File: config.mk
export PLATFORM = sky130hd
export DESIGN_NAME = range_unit
export DESIGN_NICKNAME = d
export VERILOG_FILES = /design/src/range_pkg.sv /design/src/range_store.sv /design/src/range_unit.sv
export SDC_FILE = /design/constraint.sdc
export NUM_CORES = 2
export LEC_CHECK = 0
export ABC_AREA = 1
export BUFFER_PORTS_ARGS = -buffer_cell sky130_fd_sc_hd__buf_2
export CAP_MARGIN = 20
export CELL_PAD_IN_SITES_DETAIL_PLACEMENT = 0
export CELL_PAD_IN_SITES_GLOBAL_PLACEMENT = 2
export CORE_MARGIN = 3
export CORE_UTILIZATION = 46
export DETAILED_ROUTE_END_ITERATION = 8
export HOLD_SLACK_MARGIN = 0.05
export PLACE_DENSITY = 0.89
export SYNTH_ARGS = -nofsm -noshare
export SYNTH_HDL_FRONTEND = slang
export SYNTH_SLANG_ARGS = --single-unit
File: constraint.sdc
create_clock -name ref_clk_i -period 14.5 [get_ports ref_clk_i]
set_input_delay 2.175 -clock ref_clk_i [delete_from_list [all_inputs] [get_ports ref_clk_i]]
set_output_delay 2.175 -clock ref_clk_i [all_outputs]
set_load 0.05 [all_outputs]
File: src/range_pkg.sv
// Constants shared by the memory-type range unit and its self-checking bench.
// Assumes a single core clock domain and software access via model registers.
package range_pkg;

   // Memory type encodings
   localparam logic [7:0] UNCACHEABLE_TYPE     = 8'h00;
   localparam logic [7:0] WRITE_COMBINING_TYPE = 8'h01;
   localparam logic [7:0] WRITE_THROUGH_TYPE   = 8'h04;
   localparam logic [7:0] WRITE_PROTECTED_TYPE = 8'h05;
   localparam logic [7:0] WRITE_BACK_TYPE      = 8'h06;

   // Model register indices
   localparam int         INDEX_W        = 12;
   localparam logic [11:0] IDX_RANGE_CAP  = 12'h000;
   localparam logic [11:0] IDX_DEF_TYPE   = 12'h001;
   localparam logic [11:0] IDX_FIX_BASE   = 12'h010;
   localparam logic [11:0] IDX_VAR_BASE   = 12'h020;
   localparam int         FIX_COUNT      = 11;

   // Capability register field positions
   localparam int CAP_COUNT_LSB    = 0;
   localparam int CAP_FIX_BIT      = 8;
   localparam int CAP_COMBINE_BIT  = 10;
   localparam int CAP_SYS_MGMT_BIT = 11;

   // Default type register fields
   localparam int          DEF_FE_BIT      = 10;
   localparam int          DEF_E_BIT       = 11;
   localparam logic [63:0] DEF_WRITABLE    = 64'h0000_0000_0000_0CFF;
   localparam logic [63:0] DEF_RESET       = 64'h0000_0000_0000_0000;

   // Variable range pair fields
   localparam int          MASK_VALID_BIT  = 11;
   localparam logic [63:0] BASE_LOW_RSVD   = 64'h0000_0000_0000_0F00;
   localparam logic [63:0] MASK_LOW_RSVD   = 64'h0000_0000_0000_07FF;
   localparam logic [63:0] PAGE_OFFSET     = 64'h0000_0000_0000_0FFF;

   // Fixed range layout over the first megabyte
   localparam int         FIXED_SHIFT     = 20;
   localparam logic [19:0] FIX16K_START   = 20'h80000;
   localparam logic [19:0] FIX4K_START    = 20'hC0000;
   localparam int         FIX_WORD_16K    = 1;
   localparam int         FIX_WORD_4K     = 3;

   // Identification word bit announcing the range mechanism
   localparam int FEATURE_RANGE_BIT = 12;

   // Control states, one-hot
   typedef enum logic [2:0] {
      S_IDLE  = 3'b001,
      S_FETCH = 3'b010,
      S_USE   = 3'b100
   } state_t;

   // What the word being fetched is for
   typedef enum logic [1:0] {
      P_REG  = 2'b00,
      P_FIX  = 2'b01,
      P_BASE = 2'b10,
      P_MASK = 2'b11
   } purpose_t;

   // Accepted memory type encodings
   function automatic logic type_legal(input logic [7:0] t, input logic combine_ok);
      type_legal = (t == UNCACHEABLE_TYPE) || (t == WRITE_THROUGH_TYPE) ||
                   (t == WRITE_PROTECTED_TYPE) || (t == WRITE_BACK_TYPE) ||
                   (combine_ok && (t == WRITE_COMBINING_TYPE));
   endfunction : type_legal

   // Overlap resolution between matching variable ranges
   function automatic logic [7:0] merge_type(input logic hit, input logic [7:0] acc,
                                             input logic [7:0] t);
      if (!hit)
         merge_type = t;
      else if ((acc == UNCACHEABLE_TYPE) || (t == UNCACHEABLE_TYPE))
         merge_type = UNCACHEABLE_TYPE;
      else if ((acc == WRITE_THROUGH_TYPE) || (t == WRITE_THROUGH_TYPE))
         merge_type = (acc == WRITE_BACK_TYPE || t == WRITE_BACK_TYPE ||
                       acc == t) ? WRITE_THROUGH_TYPE : acc;
      else
         merge_type = acc;
   endfunction : merge_type

endpackage : range_pkg

File: src/range_store.sv
// Small register-file memory for fixed range words and variable range pairs.
// Assumes one access per cycle; read data appear one edge after the address.
`timescale 1ns/1ps
`default_nettype none
module range_store #(
   parameter int WIDTH = 64,
   parameter int DEPTH = 27,
   parameter int AW    = 5
) (
   input  wire logic             ref_clk_i,   // Core clock
   input  wire logic             sys_rst_i,   // Synchronous reset
   input  wire logic             we_i,        // Write strobe
   input  wire logic [AW-1:0]    waddr_i,     // Write word
   input  wire logic [WIDTH-1:0] wdata_i,     // Write data
   input  wire logic [AW-1:0]    raddr_i,     // Read word
   output logic      [WIDTH-1:0] rdata_o      // Registered read data
);
   logic [WIDTH-1:0] mem [DEPTH];

   // Storage, cleared so every range reads as uncacheable after reset
   always_ff @(posedge ref_clk_i) begin
      if (sys_rst_i) begin
         for (int i = 0; i < DEPTH; i++) begin
            mem[i] <= '0;
         end
      end else if (we_i) begin
         mem[waddr_i] <= wdata_i;
      end
   end

   // Registered read port
   always_ff @(posedge ref_clk_i) begin
      if (sys_rst_i) begin
         rdata_o <= '0;
      end else begin
         rdata_o <= mem[raddr_i];
      end
   end
endmodule : range_store
`default_nettype wire

File: src/range_unit.sv
// Memory-type range unit: capability, default type, fixed and variable ranges.
// Assumes software reaches it through single model register reads and writes.
// Functional notes
// - Up to 96 ranges exist: 88 fixed sub-ranges plus the variable ranges.
// - Memory types are 00H uncacheable, 01H combining, 04H through, 05H protected, 06H back.
// - Writing a reserved type code (02H, 03H, 07H-FFH) faults and is not stored.
// - Reset disables every fixed and variable range, leaving memory uncacheable.
// - The identification word reports the range mechanism in bit 12.
// - The capability register is 64 bits, readable and read-only.
// - Capability bits 7:0 give the number of variable ranges.
// - Capability bit 8 is set when fixed ranges exist.
// - Capability bit 10 is set when write combining is supported.
// - Capability bit 11 is set when the system-management range interface exists.
// - A write to the capability register faults and leaves it unchanged.
// - Capability bit 9 and bits 12 to 63 are reserved.
// - Any range register write that does not fault flushes every translation cache entry, global too.
// - With the global enable clear, all memory is uncacheable.
`timescale 1ns/1ps
`default_nettype none
module range_unit #(
   parameter logic [7:0] VAR_COUNT        = 8'd8,
   parameter int         PA_W             = 36,
   parameter logic       FIX_PRESENT      = 1'b1,
   parameter logic       COMBINE_PRESENT  = 1'b1,
   parameter logic       SYS_MGMT_PRESENT = 1'b1
) (
   input  wire logic            ref_clk_i,                  // Core clock
   input  wire logic            sys_rst_i,                  // Synchronous reset
   input  wire logic            reg_req_i,                  // Register access pulse
   input  wire logic            reg_write_i,                // 1 write, 0 read
   input  wire logic [11:0]     reg_index_i,                // Register index
   input  wire logic [63:0]     reg_wdata_i,                // Write data
   output logic                 reg_ready_o,                // Unit idle
   output logic                 reg_ack_o,                  // Access done
   output logic [63:0]          reg_rdata_o,                // Read data
   output logic                 general_protection_fault_o, // Access refused
   output logic                 translation_cache_flush_o,  // Flush all entries
   input  wire logic            query_req_i,                // Type lookup pulse
   input  wire logic [PA_W-1:0] query_addr_i,               // Physical address
   output logic                 query_ack_o,                // Lookup done
   output logic [7:0]           query_type_o,               // Resolved type
   output logic [31:0]          feature_info_word_o         // Identification word
);
   localparam int DEPTH = range_pkg::FIX_COUNT + 2 * int'(VAR_COUNT);
   localparam int AW    = $clog2(DEPTH);
   localparam logic [11:0] VAR_SPAN = 12'(2 * int'(VAR_COUNT));
   localparam logic [63:0] PA_MASK  = (64'h1 << PA_W) - 64'h1;
   localparam logic [63:0] CAP_VALUE =
      (64'(VAR_COUNT) << range_pkg::CAP_COUNT_LSB) |
      (64'(FIX_PRESENT) << range_pkg::CAP_FIX_BIT) |
      (64'(COMBINE_PRESENT) << range_pkg::CAP_COMBINE_BIT) |
      (64'(SYS_MGMT_PRESENT) << range_pkg::CAP_SYS_MGMT_BIT);

   range_pkg::state_t   state;
   range_pkg::purpose_t purpose;
   logic [AW-1:0]   ptr;
   logic [63:0]     def_cfg;
   logic [63:0]     qaddr;
   logic [63:0]     base_q;
   logic [7:0]      var_n;
   logic [2:0]      fix_sel;
   logic            hit;
   logic [7:0]      acc;
   logic [63:0]     mem_rdata;
   logic [11:0]     rel_fix;
   logic [11:0]     rel_var;
   logic            is_cap, is_def, is_fix, is_var, is_mask, mapped;
   logic            bytes_ok, wr_fault, take_reg, take_query, mem_we;
   logic [AW-1:0]   word;
   logic [AW-1:0]   fix_word;
   logic [2:0]      fix_byte;
   logic [63:0]     vmsk;
   logic            vmatch;
   logic [7:0]      next_acc;
   logic            def_e, def_fe;
   logic [7:0]      def_type;

   assign def_e    = def_cfg[range_pkg::DEF_E_BIT];
   assign def_fe   = def_cfg[range_pkg::DEF_FE_BIT];
   assign def_type = def_cfg[7:0];

   // Register index decode and write checks
   always_comb begin
      rel_fix  = reg_index_i - range_pkg::IDX_FIX_BASE;
      rel_var  = reg_index_i - range_pkg::IDX_VAR_BASE;
      is_cap   = reg_index_i == range_pkg::IDX_RANGE_CAP;
      is_def   = reg_index_i == range_pkg::IDX_DEF_TYPE;
      is_fix   = FIX_PRESENT && (reg_index_i >= range_pkg::IDX_FIX_BASE) &&
                 (rel_fix < 12'(range_pkg::FIX_COUNT));
      is_var   = (reg_index_i >= range_pkg::IDX_VAR_BASE) && (rel_var < VAR_SPAN);
      is_mask  = rel_var[0];
      mapped   = is_cap | is_def | is_fix | is_var;
      word     = is_fix ? AW'(rel_fix) : AW'(rel_var + 12'(range_pkg::FIX_COUNT));
      bytes_ok = 1'b1;
      for (int b = 0; b < 8; b++) begin
         bytes_ok = bytes_ok & range_pkg::type_legal(reg_wdata_i[8*b +: 8], COMBINE_PRESENT);
      end
      wr_fault = is_cap | !mapped;
      if (is_def)
         wr_fault = ((reg_wdata_i & ~range_pkg::DEF_WRITABLE) != 64'h0) ||
                    !range_pkg::type_legal(reg_wdata_i[7:0], COMBINE_PRESENT);
      if (is_fix)
         wr_fault = !bytes_ok;
      if (is_var && !is_mask)
         wr_fault = ((reg_wdata_i & (range_pkg::BASE_LOW_RSVD | ~PA_MASK)) != 64'h0) ||
                    !range_pkg::type_legal(reg_wdata_i[7:0], COMBINE_PRESENT);
      if (is_var && is_mask)
         wr_fault = (reg_wdata_i & (range_pkg::MASK_LOW_RSVD | ~PA_MASK)) != 64'h0;
   end

   // Request acceptance; register access wins over a lookup in the same cycle
   assign take_reg   = (state == range_pkg::S_IDLE) && reg_req_i;
   assign take_query = (state == range_pkg::S_IDLE) && !reg_req_i && query_req_i;
   assign mem_we     = take_reg && reg_write_i && !wr_fault && (is_fix || is_var);

   // Fixed range word and byte for the queried address
   always_comb begin
      if (query_addr_i[19:0] < range_pkg::FIX16K_START) begin
         fix_word = '0;
         fix_byte = query_addr_i[18:16];
      end else if (query_addr_i[19:0] < range_pkg::FIX4K_START) begin
         fix_word = AW'(range_pkg::FIX_WORD_16K + int'(query_addr_i[17]));
         fix_byte = query_addr_i[16:14];
      end else begin
         fix_word = AW'(range_pkg::FIX_WORD_4K + int'(query_addr_i[17:15]));
         fix_byte = query_addr_i[14:12];
      end
   end

   // Variable range match against the mask word now on the read port
   always_comb begin
      vmsk     = mem_rdata & PA_MASK & ~range_pkg::PAGE_OFFSET;
      vmatch   = mem_rdata[range_pkg::MASK_VALID_BIT] && ((qaddr & vmsk) == (base_q & vmsk));
      next_acc = vmatch ? range_pkg::merge_type(hit, acc, base_q[7:0]) : acc;
   end

   range_store #(
      .WIDTH (64),
      .DEPTH (DEPTH),
      .AW    (AW)
   ) u_store (
      .ref_clk_i (ref_clk_i),
      .sys_rst_i (sys_rst_i),
      .we_i      (mem_we),
      .waddr_i   (word),
      .wdata_i   (reg_wdata_i),
      .raddr_i   (ptr),
      .rdata_o   (mem_rdata)
   );

   // Default type and global enable; reset leaves every range disabled
   always_ff @(posedge ref_clk_i) begin
      if (sys_rst_i) begin
         def_cfg <= range_pkg::DEF_RESET;
      end else if (take_reg && reg_write_i && is_def && !wr_fault) begin
         def_cfg <= reg_wdata_i;
      end
   end

   // Identification word with the range flag
   always_ff @(posedge ref_clk_i) begin
      if (sys_rst_i) begin
         feature_info_word_o <= '0;
      end else begin
         feature_info_word_o <= 32'h1 << range_pkg::FEATURE_RANGE_BIT;
      end
   end

   // Access and lookup sequencer
   always_ff @(posedge ref_clk_i) begin
      if (sys_rst_i) begin
         state                      <= range_pkg::S_IDLE;
         purpose                    <= range_pkg::P_REG;
         ptr                        <= '0;
         qaddr                      <= '0;
         base_q                     <= '0;
         var_n                      <= '0;
         fix_sel                    <= '0;
         hit                        <= 1'b0;
         acc                        <= '0;
         reg_ready_o                <= 1'b1;
         reg_ack_o                  <= 1'b0;
         reg_rdata_o                <= '0;
         general_protection_fault_o <= 1'b0;
         translation_cache_flush_o  <= 1'b0;
         query_ack_o                <= 1'b0;
         query_type_o               <= range_pkg::UNCACHEABLE_TYPE;
      end else begin
         reg_ack_o                  <= 1'b0;
         general_protection_fault_o <= 1'b0;
         translation_cache_flush_o  <= 1'b0;
         query_ack_o                <= 1'b0;
         unique case (state)
            range_pkg::S_IDLE: begin
               if (take_reg && reg_write_i) begin
                  reg_ack_o                  <= 1'b1;
                  general_protection_fault_o <= wr_fault;
                  translation_cache_flush_o  <= !wr_fault;
               end else if (take_reg && (is_cap || is_def || !mapped)) begin
                  reg_ack_o                  <= 1'b1;
                  general_protection_fault_o <= !mapped;
                  reg_rdata_o                <= is_cap ? CAP_VALUE :
                                                (is_def ? def_cfg : 64'h0);
               end else if (take_reg) begin
                  ptr         <= word;
                  purpose     <= range_pkg::P_REG;
                  state       <= range_pkg::S_FETCH;
                  reg_ready_o <= 1'b0;
               end else if (take_query) begin
                  qaddr   <= 64'(query_addr_i);
                  fix_sel <= fix_byte;
                  hit     <= 1'b0;
                  var_n   <= '0;
                  if (!def_e) begin
                     query_ack_o  <= 1'b1;
                     query_type_o <= range_pkg::UNCACHEABLE_TYPE;
                  end else if (def_fe && FIX_PRESENT &&
                               (query_addr_i >> range_pkg::FIXED_SHIFT) == '0) begin
                     ptr         <= fix_word;
                     purpose     <= range_pkg::P_FIX;
                     state       <= range_pkg::S_FETCH;
                     reg_ready_o <= 1'b0;
                  end else if (VAR_COUNT == 8'd0) begin
                     query_ack_o  <= 1'b1;
                     query_type_o <= def_type;
                  end else begin
                     ptr         <= AW'(range_pkg::FIX_COUNT);
                     purpose     <= range_pkg::P_BASE;
                     state       <= range_pkg::S_FETCH;
                     reg_ready_o <= 1'b0;
                  end
               end
            end
            range_pkg::S_FETCH: begin
               state <= range_pkg::S_USE;
            end
            range_pkg::S_USE: begin
               unique case (purpose)
                  range_pkg::P_REG: begin
                     reg_rdata_o <= mem_rdata;
                     reg_ack_o   <= 1'b1;
                     state       <= range_pkg::S_IDLE;
                     reg_ready_o <= 1'b1;
                  end
                  range_pkg::P_FIX: begin
                     query_type_o <= mem_rdata[8*fix_sel +: 8];
                     query_ack_o  <= 1'b1;
                     state        <= range_pkg::S_IDLE;
                     reg_ready_o  <= 1'b1;
                  end
                  range_pkg::P_BASE: begin
                     base_q  <= mem_rdata;
                     ptr     <= ptr + AW'(1);
                     purpose <= range_pkg::P_MASK;
                     state   <= range_pkg::S_FETCH;
                  end
                  range_pkg::P_MASK: begin
                     hit <= hit | vmatch;
                     acc <= next_acc;
                     if (var_n == VAR_COUNT - 8'd1) begin
                        query_type_o <= (hit | vmatch) ? next_acc : def_type;
                        query_ack_o  <= 1'b1;
                        state        <= range_pkg::S_IDLE;
                        reg_ready_o  <= 1'b1;
                     end else begin
                        var_n   <= var_n + 8'd1;
                        ptr     <= ptr + AW'(1);
                        purpose <= range_pkg::P_BASE;
                        state   <= range_pkg::S_FETCH;
                     end
                  end
               endcase
            end
         endcase
      end
   end

   // Checks on the software-visible behaviour
   a_cap_write_fault: assert property (@(posedge ref_clk_i) disable iff (sys_rst_i)
      (take_reg && reg_write_i && is_cap) |=>
         (reg_ack_o && general_protection_fault_o && !translation_cache_flush_o))
      else $error("capability write not refused");
   a_cap_read_value: assert property (@(posedge ref_clk_i) disable iff (sys_rst_i)
      (take_reg && !reg_write_i && is_cap) |=> (reg_ack_o && reg_rdata_o == CAP_VALUE &&
         reg_rdata_o[7:0] == VAR_COUNT && reg_rdata_o[9] == 1'b0))
      else $error("capability read value wrong");
   a_cap_reserved_zero: assert property (@(posedge ref_clk_i) disable iff (sys_rst_i)
      (take_reg && !reg_write_i && is_cap) |=> (reg_rdata_o[63:12] == 52'h0))
      else $error("reserved capability bits not zero");
   a_bad_type_fault: assert property (@(posedge ref_clk_i) disable iff (sys_rst_i)
      (take_reg && reg_write_i && is_def && (reg_wdata_i[7:0] == 8'h02 ||
         reg_wdata_i[7:0] >= 8'h07)) |=> (general_protection_fault_o && $stable(def_cfg)))
      else $error("reserved type accepted");
   a_flush_on_write: assert property (@(posedge ref_clk_i) disable iff (sys_rst_i)
      (take_reg && reg_write_i && (is_fix || is_var) && !wr_fault) |=>
         (translation_cache_flush_o && !general_protection_fault_o))
      else $error("range write did not flush");
   a_disabled_uc: assert property (@(posedge ref_clk_i) disable iff (sys_rst_i)
      (take_query && !def_e) |=> (query_ack_o && query_type_o == 8'h00))
      else $error("disabled ranges not uncacheable");
   a_reset_disables: assert property (@(posedge ref_clk_i)
      $fell(sys_rst_i) |-> (!def_e && reg_ready_o && state == range_pkg::S_IDLE))
      else $error("ranges enabled after reset");
   a_range_read_lat: assert property (@(posedge ref_clk_i) disable iff (sys_rst_i)
      (take_reg && !reg_write_i && (is_fix || is_var)) |=> !reg_ack_o ##1 !reg_ack_o ##1
         (reg_ack_o && reg_ready_o))
      else $error("range read latency wrong");
   a_feature_flag: assert property (@(posedge ref_clk_i) disable iff (sys_rst_i)
      $past(!sys_rst_i) |-> (feature_info_word_o[12] == 1'b1))
      else $error("range feature flag missing");
endmodule : range_unit
`default_nettype wire

==> out/summary.md <==
The share of flip-flops with an asynchronous set or reset is 0. Compared with the post-synthesis result, the final layout area differs by 14.70%. The violation count after the first detailed-routing iteration is 8759, and the total wire length after detailed routing is 316700 um. The sequential cell area fraction in the yosys report was 0.6999.

TritonCTS built the clock tree. The switching share of power came out at 0.2847. CTS saw 2340 sinks. Minimum clock period after layout: 7577 ps.

Entering global routing, the biggest net connects 199 pins. The die is 463.4 um wide. The end-of-flow core utilization is 0.5319, and the mean number of vias per cell is 5.698. The run gives 0.2056 as the headroom to the max-slew limit. The first TritonRoute pass finished after 6 iterations. Setup violations remaining at the end of the flow were counted as 0.

The effective utilization at floorplan is 0.4637. The synthesized design spends more area on one cell type than any other, namely edfxtp_1. The design draws 16250 uW. Data on the critical path is required at its endpoint by 14990 ps. The detailed router put a total of 128900 um of wire on met1.

The remaining global-route overflow was 0. The clock slew seen by the registers of the worst setup and hold paths was 60 ps. Counting flops and latches in the post-synthesis netlist gives 2340.

The count of buffers inserted at the top-level ports came out at 182. The analysis attributes to net switching a power of 4627 uW. After detailed placement, the design holds a cell count of 11813.

The area share of the largest cell type after synthesis was 0.6392; the total power density per cell area was 147.3 nW/um^2. For the arrival time at the worst endpoint, the log shows 8060 ps. The run gives 11630 uW as the internal cell power. The tools report the area taken by flip-flops and latches as 67360 sq um.

The filler cells instantiated in the layout total 17952. After floorplanning, the core was divided into 167 placement rows. Detailed placement finished with a half-perimeter wire length of 172700 um. The tightest min-delay check is of the reg2reg type. The depth of the worst register-to-register path was 12.

The element type at the critical path end is a register. Part of the cycle the worst path needs: 0.5225. After detailed routing, the met2 layer carries 146200 um of wire.

The count of nets after finishing came out at 9391. The run finished with clean final reports. The clock skew after layout was 49.82 ps. Of all nets on the critical path, the largest fanout is 33. By area the synthesized netlist is led by edfxtp_1 (64%), nor2_1 (8.0%), o21ai_0 (6.7%). Derived from the worst setup path, the maximum achievable clock frequency is 132.0 MHz. The largest single stage delay on the critical path is 890 ps. Cell with the largest stage delay on the worst path: nand2_4.

The cell type with the highest occurrence count on the critical path was nand2_1. The number of pins exceeding their max-slew limit in the final report is 0. The run gives 96220 sq um as the area of the mapped netlist. For this run, the number of Yosys warnings is 0. At the pin with the least slew margin, the transition time is 1179 ps.

The hold violation count in the final report was 0. The detailed router used layers up to and including met5. The power share of the sequential group is 0.488. The kind of cell with the highest combined delay along the critical path is simple AND/OR/NAND/NOR gates. The number of setup buffers added after CTS is 0.

Walking the worst path, the cells encountered are buf_2 -> inv_2 -> nand2_1 -> nor3_1 -> nand3_1 -> nor2_1 -> nand3_1 -> nand2_1 -> nand2_1 -> nand2_2 -> nand3_2 -> nor2_4 -> buf_4 -> nand3_4 -> nand2_4 -> buf_4. The clock tree synthesis step divided the H-tree into 4 levels. For the share of power burned in combinational logic, the log shows 0.144. The launching element type of the critical path was an input port. For this run, the leading register cell type out of synthesis is edfxtp_1. The number of buffer and inverter instances along the worst setup path was 4; the area occupied by multi-input gates was 28790 sq um. Setup repair after global routing left no endpoint under its margin. The count of cells in the finished layout, fillers not included, comes to 12273. The first-pass GRT wire length was 451600 um; the number of logic stages on the critical path including buffering was 16. The clock passes through at most 3 buffers.

Buffers inserted during clock tree synthesis total 236. The met3 routed wirelength is 29340 um. The maximum vdd drop is 0.1377 mV, and the area of the core is 207500 sq um. The overall routing resource usage was 0.2874; the count of cell types in the netlist was 53.

Detailed routing inserted a total of 69934 vias. The number of antenna violations at the first check in global routing is 22, and the leakage power is 0.04130 uW. Once the clock tree was built, the resizer swapped 0 gates to a different size.

The gate count of the mapped netlist is 8460. The number of flops mapped to enable cells by yosys is 2048. Clock tree root driver cell: clkbuf_16.

Routability-driven placement finished with a final weighted congestion of 0.8682. In this run, post-CTS hold repair placed 0 buffers. The die covers 214700 sq um.

Across the run, the number of max-cap violations was 0. The die span in y was 463.4 um; the count of cells along the worst hold path was 2. The synthesized area per cell was 11.37 sq um. For the final setup TNS, the log shows 0 ps. The proportion of layout cells with a drive suffix above 1 was 0.08181. After detailed routing, the number of remaining DRC violations is 0. The number of nets with antenna violations after routing is 0, and the wire length per cell is 25.81 um.

The number of global-route vias before repair is 65684, and the fraction of power consumed by the clock network is 0.368. The critical path is of the in2reg type. 226 I/O pins were placed.

The clock reaches the later pin of the worst-skew pair after 880 ps.
==> routing by layer <==
metal / vias up / global-route usage
li1: 31001 / -
met4: 10 / 0.1077
met1: 34743 / 0.3980
met2: 3542 / 0.4559
met5: - / 0
met3: 638 / 0.04937
==> power groups by stage <==
stage	clock (uW)	combinational [uW]	sequential, uW
floorplan	0	1300	8100
global placement	0	2270	8050
CTS	6050	2310	7930
global route	6320	2510	7960
detailed placement	0	2300	8070
finish	5980	2340	7930
==> cells in the mapped netlist, types with 30 or more instances <==
cell / count
a21oi_1: 210
nor2_1: 2059
nand3_1: 237
dfxtp_1: 292
buf_1: 36
o22ai_1: 344
clkbuf_1: 535
buf_4: 39
inv_1: 258
o221ai_1: 171
a31oi_1: 44
o21ai_0: 1279
nand2_1: 497
a22oi_1: 61
nor3_1: 41
buf_2: 57
edfxtp_1: 2048
o211ai_1: 48
buf_6: 30
==> cells by family after synthesis <==
family | after synthesis | share of synthesized area
compound gates | 2204 | 0.1309
xor+xnor | 7 | 0.001027
fa+ha+maj | 8 | 0.001040
buf+inv | 973 | 0.04268
flops | 2340 | 0.6999
mux | 1 | 0.0001170
other cells | 1 | 0.00003897
simple gates | 2926 | 0.1243
==> through the flow <==
step           cell area, sq um  hold WS, ps  worst slack (ps)
2_1_floorplan             99810        432.8              7563
3_3_place_gp             102700        442.1              6317
3_5_place_dp             102700        445.6              6298
4_1_cts                  110300        455.6              7229
5_1_grt                  110300        469.5              6886
6_report                 110400        452.4              6923
==> final timing paths <==
check	start	endpoint	slack (ps)
worst max-delay path	reg_wdata_i[33]	u_store.mem[25][46]	6920
worst min-delay path	def_cfg[42]	def_cfg[42]	450
worst max register to register	state[0]	u_store.mem[25][46]	9250
worst min register to register	def_cfg[42]	def_cfg[42]	450
==> cell type report <==
type	instances	area share
clock buffer	308	0.05823
clock inverter	137	0.01080
sequential	2340	0.6104
inverter	275	0.009682
multi-input combinational	6104	0.2609
tap	2788	0.03161
antenna	12	0.0002721
timing repair buffer	309	0.01819
==> flip-flops by register name, summed over array words and instances, names as in the netlist <==
| name | cells |
|---|---|
| u_store.mem | 2048 |
| def_cfg | 64 |
| reg_rdata_o | 64 |
| u_store.rdata_o | 64 |
| base_q | 32 |
| qaddr | 24 |
| acc | 8 |
| query_type_o | 8 |
| var_n | 8 |
| ptr | 5 |
| fix_sel | 3 |
| state | 3 |
| purpose | 2 |
| feature_info_word_o | 1 |
| general_protection_fault_o | 1 |
| hit | 1 |
| query_ack_o | 1 |
| reg_ack_o | 1 |
| reg_ready_o | 1 |
| translation_cache_flush_o | 1 |
==> cell usage in the layout (no fill, tap or decap), types with 183 or more instances in the layout <==
master	n
nor2_1	2052
edfxtp_1	2048
o21ai_0	1278
conb_1	958
nand2_1	469
o22ai_1	343
dfxtp_1	288
inv_1	251
clkbuf_16	244
nand3_1	236
a21oi_1	210
buf_2	183
==> worst min-delay path: cells and delay by family, from the launching register on <==
kind | cells | cell delay (ps)
buffers and inverters | 1 | 30
DFF | 1 | 300
and+or+nand+nor | 1 | 70
No activity file was read; power rests on OpenSTA's default activity.
